## config.mk

```make
export PLATFORM = sky130hd
export DESIGN_NAME = sfic_top
export DESIGN_NICKNAME = d
export VERILOG_FILES = /design/src/inc/sfic_pkg.sv /design/src/design/sfic_sync.sv /design/src/design/sfic_top.sv
export SDC_FILE = /design/constraint.sdc
export NUM_CORES = 1
export LEC_CHECK = 0
export ABC_AREA = 1
export BUFFER_PORTS_ARGS = -buffer_cell sky130_fd_sc_hd__clkbuf_2
export CAP_MARGIN = 20
export CORE_UTILIZATION = 25
export DETAILED_ROUTE_END_ITERATION = 8
export PLACE_DENSITY = 0.56
export SLEW_MARGIN = 10
export SYNTH_ARGS = -nofsm -noshare
export SYNTH_HDL_FRONTEND = slang
export SYNTH_SLANG_ARGS = --single-unit
export TNS_END_PERCENT = 10
```

## constraint.sdc

```tcl
create_clock -name SYS_CLK -period 2 [get_ports SYS_CLK]
set_input_delay 0.3 -clock SYS_CLK [delete_from_list [all_inputs] [get_ports SYS_CLK]]
set_output_delay 0.3 -clock SYS_CLK [all_outputs]
set_load 0.01 [all_outputs]
```

## src/inc/sfic_pkg.sv

```systemverilog
// Purpose: Constants for the supply fault impact configuration block
// Assumes: APB slave with 32-bit data, one 16-bit register
// Notes:   Functional notes below list the behaviour kept by the block
//
// Functional notes
// - Monitor two undervoltage drives enabled outputs, bits 0-2
// - Monitor two overvoltage drives enabled outputs, bits 3-5
// - Monitor one undervoltage drives enabled outputs, bits 7-9
// - Monitor one overvoltage drives enabled outputs, bits 10-12
// - Reset-output enables load from fuses, not fixed
// - Other enables reset to one, except monitor-two undervoltage
package sfic_pkg;

   // ----------------------------------------------------------------
   // Bus geometry
   // ----------------------------------------------------------------
   localparam int APB_AW = 12;                  // Address width
   localparam int APB_DW = 32;                  // Data width
   localparam int CFG_W = 16;                   // Register width

   // ----------------------------------------------------------------
   // Register map
   // ----------------------------------------------------------------
   localparam logic [APB_AW-1:0] CFG1_OFFSET = 12'h000;

   // ----------------------------------------------------------------
   // Field positions: base of each source, then target offset
   // ----------------------------------------------------------------
   localparam int MON2_UNDER_BASE = 0;          // Bits 0..2
   localparam int MON2_OVER_BASE = 3;           // Bits 3..5
   localparam int MON1_UNDER_BASE = 7;          // Bits 7..9
   localparam int MON1_OVER_BASE = 10;          // Bits 10..12
   localparam int TGT_LIMP = 0;                 // Limp-home target
   localparam int TGT_FAILSAFE = 1;             // Fail-safe target
   localparam int TGT_RESET = 2;                // Reset target

   // Fault vector order: {mon1 over, mon1 under, mon2 over, mon2 under}
   localparam int FLT_W = 4;

   // ----------------------------------------------------------------
   // Reset values and masks
   // ----------------------------------------------------------------
   localparam logic [CFG_W-1:0] CFG1_POR = 16'h0d98;   // Limp/fail-safe
   localparam logic [CFG_W-1:0] CFG1_FUSE_MASK = 16'h1224; // Reset enables
   localparam logic [CFG_W-1:0] CFG1_IMPL_MASK = 16'h1fbf; // Live bits

   // ----------------------------------------------------------------
   // Synchroniser depth
   // ----------------------------------------------------------------
   localparam int SYNC_STAGES = 2;

endpackage

```

## src/design/sfic_sync.sv

```systemverilog
// Purpose: Multi-bit two-flop synchroniser for pin inputs
// Assumes: Each bit is an independent slow level
// Notes:   First stage is read only by the second stage
module sfic_sync #(
   parameter int WIDTH = 1
) (
   input wire logic clk,
   input wire logic rst_n,
   input wire logic [WIDTH-1:0] d,
   output logic [WIDTH-1:0] q
);
   import sfic_pkg::*;

   // ----------------------------------------------------------------
   // Stages
   // ----------------------------------------------------------------
   logic [WIDTH-1:0] meta_r; // Metastability catcher
   logic [WIDTH-1:0] stab_r; // Settled copy

   // Two flops; width check up front
   initial begin
      if (WIDTH < 1) begin
         $error("sfic_sync: WIDTH must be at least one");
      end
   end

   // Pipeline shifts every edge
   always_ff @(posedge clk or negedge rst_n) begin
      if (!rst_n) begin
         meta_r <= '0;
         stab_r <= '0;
      end else begin
         meta_r <= d;
         stab_r <= meta_r;
      end
   end

   assign q = stab_r;

endmodule

```

## src/design/sfic_top.sv

```systemverilog
// Purpose: Routes supply monitor faults to reset, fail-safe, limp-home
// Assumes: APB master on SYS_CLK; pins asynchronous to SYS_CLK
// Notes:   Outputs are active-high assertion requests, all registered
//
// Design decisions made here: the placing of the registers and the APB slave port.
module sfic_top #(
   parameter int ADDR_W = sfic_pkg::APB_AW
) (
   input wire logic SYS_CLK,
   input wire logic RST_N,
   // APB slave
   input wire logic PSEL,
   input wire logic PENABLE,
   input wire logic PWRITE,
   input wire logic [ADDR_W-1:0] PADDR,
   input wire logic [sfic_pkg::APB_DW-1:0] PWDATA,
   input wire logic [3:0] PSTRB,
   output logic [sfic_pkg::APB_DW-1:0] PRDATA,
   output logic PREADY,
   output logic PSLVERR,
   // Monitor fault pins (asynchronous levels)
   input wire logic MON1_UNDER,
   input wire logic MON1_OVER,
   input wire logic MON2_UNDER,
   input wire logic MON2_OVER,
   // Fuse load: reset-output enables {m1 ov, m1 uv, m2 ov, m2 uv}
   input wire logic [sfic_pkg::FLT_W-1:0] FUSE_RESET_EN,
   input wire logic FUSE_VALID,
   // Target requests
   output logic LIMP_HOME_ASSERT,
   output logic FAILSAFE_ASSERT,
   output logic RESET_ASSERT
);
   import sfic_pkg::*;

   // ----------------------------------------------------------------
   // Elaboration checks
   // ----------------------------------------------------------------
   initial begin
      if (ADDR_W < 3 || ADDR_W > 32) begin
         $error("sfic_top: ADDR_W must lie in 3..32");
      end
   end

   // ----------------------------------------------------------------
   // Reset release
   // ----------------------------------------------------------------
   logic [1:0] rst_pipe_r; // Release pipeline
   logic rst_n_s; // Synchronised reset

   // Asserts at once, releases after two edges
   always_ff @(posedge SYS_CLK or negedge RST_N) begin
      if (!RST_N) begin
         rst_pipe_r <= 2'h0;
      end else begin
         rst_pipe_r <= {rst_pipe_r[0], 1'b1};
      end
   end
   assign rst_n_s = rst_pipe_r[1];

   // ----------------------------------------------------------------
   // Pin synchronisation
   // ----------------------------------------------------------------
   logic [FLT_W-1:0] flt_s; // {m1 ov, m1 uv, m2 ov, m2 uv}
   logic [FLT_W-1:0] fuse_s; // Synced fuse bits
   logic fuse_vld_s; // Synced fuse valid

   sfic_sync #(
      .WIDTH(2 * FLT_W + 1)
   ) u_sync (
      .clk(SYS_CLK),
      .rst_n(rst_n_s),
      .d({FUSE_VALID, FUSE_RESET_EN,
          MON1_OVER, MON1_UNDER, MON2_OVER, MON2_UNDER}),
      .q({fuse_vld_s, fuse_s, flt_s})
   );

   // ----------------------------------------------------------------
   // Helpers
   // ----------------------------------------------------------------
   // Scatter four fuse bits onto the reset-enable positions
   function automatic logic [CFG_W-1:0] fuse_map(
      input logic [FLT_W-1:0] f
   );
      logic [CFG_W-1:0] v;
      v = '0;
      v[MON2_UNDER_BASE + TGT_RESET] = f[0];
      v[MON2_OVER_BASE + TGT_RESET] = f[1];
      v[MON1_UNDER_BASE + TGT_RESET] = f[2];
      v[MON1_OVER_BASE + TGT_RESET] = f[3];
      return v;
   endfunction

   // OR of every active fault whose enable for this target is set
   function automatic logic route(
      input logic [CFG_W-1:0] c,
      input logic [FLT_W-1:0] f,
      input int tgt
   );
      logic hit;
      hit = 1'b0;
      hit = hit | (f[0] & c[MON2_UNDER_BASE + tgt]);
      hit = hit | (f[1] & c[MON2_OVER_BASE + tgt]);
      hit = hit | (f[2] & c[MON1_UNDER_BASE + tgt]);
      hit = hit | (f[3] & c[MON1_OVER_BASE + tgt]);
      return hit;
   endfunction

   // ----------------------------------------------------------------
   // APB decode
   // ----------------------------------------------------------------
   logic hit_cfg; // Address hits the register
   logic [ADDR_W-1:0] cfg_addr; // Register offset at bus width
   logic setup; // Setup phase of a transfer
   logic wr_en; // Write commits this edge
   logic [CFG_W-1:0] cfg_r; // Configuration register
   logic [CFG_W-1:0] wmask; // Writable bits from strobes
   logic [CFG_W-1:0] cfg_wr; // Value after a write
   logic fuse_done_r; // Fuse copy taken

   // Offset resized on purpose so any legal ADDR_W selects in range
   assign cfg_addr = ADDR_W'(CFG1_OFFSET);
   assign hit_cfg = (PADDR[ADDR_W-1:2] == cfg_addr[ADDR_W-1:2]);
   assign setup = PSEL && !PENABLE;
   // Commit only on the access edge where ready is seen
   assign wr_en = PSEL && PENABLE && PREADY && PWRITE && hit_cfg;
   // Byte strobes gate each half; unused bits never store
   assign wmask = {{8{PSTRB[1]}}, {8{PSTRB[0]}}} & CFG1_IMPL_MASK;
   assign cfg_wr = (cfg_r & ~wmask) | (PWDATA[CFG_W-1:0] & wmask);

   // ----------------------------------------------------------------
   // Configuration register
   // ----------------------------------------------------------------
   // Reset enables start clear until fuses arrive; the rest take POR.
   // A fuse load in the same edge as a write wins on the fuse bits,
   // so a stale write cannot mask the factory setting.
   always_ff @(posedge SYS_CLK or negedge rst_n_s) begin
      if (!rst_n_s) begin
         cfg_r <= CFG1_POR;
      end else if (fuse_vld_s && !fuse_done_r) begin
         cfg_r <= ((wr_en ? cfg_wr : cfg_r) & ~CFG1_FUSE_MASK)
                  | fuse_map(fuse_s);
      end else if (wr_en) begin
         cfg_r <= cfg_wr;
      end
   end

   // Fuse load happens once per reset
   always_ff @(posedge SYS_CLK or negedge rst_n_s) begin
      if (!rst_n_s) begin
         fuse_done_r <= 1'b0;
      end else if (fuse_vld_s) begin
         fuse_done_r <= 1'b1;
      end
   end

   // ----------------------------------------------------------------
   // APB answer
   // ----------------------------------------------------------------
   // One wait-free access cycle: ready rises for the access phase
   always_ff @(posedge SYS_CLK or negedge rst_n_s) begin
      if (!rst_n_s) begin
         PREADY <= 1'b0;
         PSLVERR <= 1'b0;
         PRDATA <= '0;
      end else if (setup) begin
         PREADY <= 1'b1;
         PSLVERR <= !hit_cfg; // Unmapped address errors
         // Reserved and upper bits read zero
         PRDATA <= (!PWRITE && hit_cfg) ?
                   {{(APB_DW-CFG_W){1'b0}}, cfg_r & CFG1_IMPL_MASK} :
                   '0;
      end else begin
         PREADY <= 1'b0;
         PSLVERR <= 1'b0;
         PRDATA <= '0;
      end
   end

   // ----------------------------------------------------------------
   // Target outputs
   // ----------------------------------------------------------------
   // Registered so the pins never glitch on enable changes
   always_ff @(posedge SYS_CLK or negedge rst_n_s) begin
      if (!rst_n_s) begin
         LIMP_HOME_ASSERT <= 1'b0;
         FAILSAFE_ASSERT <= 1'b0;
         RESET_ASSERT <= 1'b0;
      end else begin
         LIMP_HOME_ASSERT <= route(cfg_r, flt_s, TGT_LIMP);
         FAILSAFE_ASSERT <= route(cfg_r, flt_s, TGT_FAILSAFE);
         RESET_ASSERT <= route(cfg_r, flt_s, TGT_RESET);
      end
   end
endmodule

```

==> results.yml <==
status:
  status: "finished, final reports clean"
critical_path:
  critPathKind: "reg -> reg"
  crit_chain: "nand3_1, nor2_4, nand3_1, nand3_1, nand3_1"
  cp.required_ns: 2.19
  arrival_ns: 1.42
  crit_path_end_kind: "flop"
  slowest_delay_ns: 0.35
  cp_common_cell: "nand3_1"
  crit_path_start_kind: "flop"
  slowest_stage: "dfrtp_1"
  critPathMaxFanout: 7
yosys:
  syn_avg_cell_area_um2: 10.66
  synth_edf_count: 0
  netlist_instances: 191
  synth_warnings: 0
  synthArstFlopShare_pct: 100.0
  ys_seq_area_share_pct: 61.79
  synth-seq-cells: 50
  synth_area_mm2: 0.002037
  ys_types: 24
  synthFlopType: "dfrtp_1"
layout:
  fillCellCount: 834
  utilization_pct: 32.20
  drive_above_1_share_pct: 35.18
  fin_cells: 355
  syn2layout_area_growth_pct: 23.40
  n_antenna_cell: 0
  postLayoutCellArea_mm2: 0.002514
  nNetsFinal: 314
placed_design:
  postPlaceCellArea_mm2: 0.002366
  dpl.cell_count: 346
  gp_congestion: 0.7386
  place_hpwl_um: 2911
  port_buffers: 54
floorplanning:
  dieArea_mm2: 0.008513
  io_pins: 99
  initial_core_util_pct: 26.09
  die_h_um: 92.27
  die_w_um: 92.27
  num_rows: 32
  core-area_mm2: 0.007807
grt:
  grt_pass1_vias: 1257
  grtUsageMet3_pct: 2.570
  use_met2_pct: 14.86
  grt_usage_pct: 9.397
  grt_pass1_wl_um: 5927
  grt-busiest-layer: "met2"
  grt_overflow: 0
  grt_util_met1_pct: 11.93
  antenna_found_initial: 0
  grt_max_degree: 29
clock_network:
  cts_max_path_buffers: 2
  root_buffer: "clkbuf_8"
  cts.sinks: 50
  cts_buffers: 5
  cts_hold_buf: 1
  post_cts_buffers: 0
  cts_htree_levels: 2
  cts_tree: "yes"
  worstSkewPairLatency_ns: 0.30
  ctsResizeCount: 0
  path_clk_slew_ns: 0.09
power:
  p_per_area_mw_per_mm2: 816.6
  pwr-share-clk_pct: 40.9
  p_leak_nw: 1.287
  switching_power_mw: 0.4487
  power_frac_seq_pct: 52.3
  combPwrFrac_pct: 6.8
  swShare_pct: 21.86
  vdd_drop_max_mv: 0.2855
  power_mw: 2.053
  p_int_mw: 1.604
sta:
  worst_slew_pin_slew_ns: 0.6357
  final-max-slew-violation-count: 0
  finClkSkew_ns: 0.007855
  min_period_ns: 1.221
  setup_viol: 0
  max_freq_mhz: 819.1
  rsz0062_at_grt: "false"
  final.period_utilization_pct: 61.04
  finalSetupTns_ns: 0
  hold_viol: 0
  maxSlewHeadroom_pct: 57.62
run:
  drv_cap: 0
routing:
  wl_per_cell_um: 10.47
  drt-initial-drc-count: 58
  drc: 0
  firstDrtPassIters: 4
  final_antenna_net_count: 0
  vias: 1337
  wirelength_um: 3717
  via_per_inst: 3.766
min_path:
  min_path_type: "in -> reg"
[worst paths after layout]
path	from	endpoint	slack, ns	cells past startpoint
worst max-delay path	PREADY$_DFF_PN0_	cfg_r[9]$_DFFE_PN0P_	0.78	5
worst min-delay path	FUSE_RESET_EN[3]	u_sync.meta_r[7]$_DFF_PN0_	0.09	1
worst max register to register	PREADY$_DFF_PN0_	cfg_r[9]$_DFFE_PN0P_	0.78	5
worst min register to register	rst_pipe_r[1]$_DFF_PN0_	cfg_r[9]$_DFFE_PN0P_	0.29	0
max in group asynchronous	rst_pipe_r[1]$_DFF_PN0_	async pin	1.09	1
min in group asynchronous	rst_pipe_r[1]$_DFF_PN0_	cfg_r[9]$_DFFE_PN0P_	0.29	0
[per-layer routing]
layer	vias to the layer above	part of all wire, %
li1	676	-
met1	610	44
met2	44	49
met3	7	5.1
met4	0	1.7
met5	-	0
[worst max-delay path, delay by kind of cell, from the launching register on]
| kind | cells | cell delay [ns] |
|---|---|---|
| flip-flops | 1 | 0.35 |
| AND/OR/NAND/NOR | 5 | 0.77 |
[cell families (layout without fill, tap and decap cells)]
group           after synthesis  in the layout  synth area share (%)
buf+inv                      49             92                 13.08
simple gates                 69             69                 19.16
other cells                   2             21                0.3687
flops                        50             50                 61.79
compound gates               21             21                 5.589
[power by group through the flow]
stage	clock network [mW]	logic [mW]	registers (mW)
5_1_grt	0.912	0.159	1.08
3_5_place_dp	0	0.141	1.09
4_1_cts	0.873	0.143	1.07
3_3_place_gp	0	0.138	1.09
2_1_floorplan	0	0.0972	1.09
6_report	0.841	0.139	1.07
[cells in the final DEF (no fill, tap or decap), types with 5 or more instances in the layout]
master / synthesis / final
a21oi_1: 5 / 5
clkbuf_2: 0 / 54
clkbuf_8: 0 / 5
conb_1: 2 / 21
dfrtp_1: 44 / 43
dfstp_2: 6 / 6
inv_1: 27 / 27
nand2_1: 25 / 25
nand3_1: 12 / 12
nor2_1: 12 / 12
nor3_2: 7 / 7
o21ai_1: 8 / 8
[metrics by stage]
stage          setup slack (ns)  hold slack [ns]
5_1_grt                  0.6264          0.07454
2_1_floorplan            0.5157         0.004409
3_3_place_gp             0.6962          0.08695
4_1_cts                  0.7540          0.08121
6_report                 0.7791          0.09286
3_5_place_dp             0.6955          0.08757
[layout make-up]
type / count / area, um^2 / share of cell area, %
Timing Repair Buffer: 56 / 300.3 / 11.95
Inverter: 28 / 105.1 / 4.181
Clock buffer: 5 / 68.82 / 2.738
Multi-Input combinational cell: 111 / 583.1 / 23.20
Clock inverter: 3 / 68.82 / 2.738
Sequential cell: 50 / 1260 / 50.12
Tap cell: 102 / 127.6 / 5.077
[synthesized netlist by cell type (3+ instances only)]
cell / count / area [um^2]
nand3_1: 12 / 60.06
buf_4: 20 / 150.1
o21ai_1: 8 / 40.04
inv_1: 27 / 101.4
nor3_2: 7 / 70.07
o21ai_0: 3 / 15.01
dfstp_2: 6 / 157.7
o22ai_1: 3 / 18.77
nand2_1: 25 / 93.84
a21oi_1: 5 / 25.02
nor2_2: 3 / 18.77
dfrtp_1: 44 / 1101
nor2_1: 12 / 45.04
No activity file was read; power rests on OpenSTA's default activity.
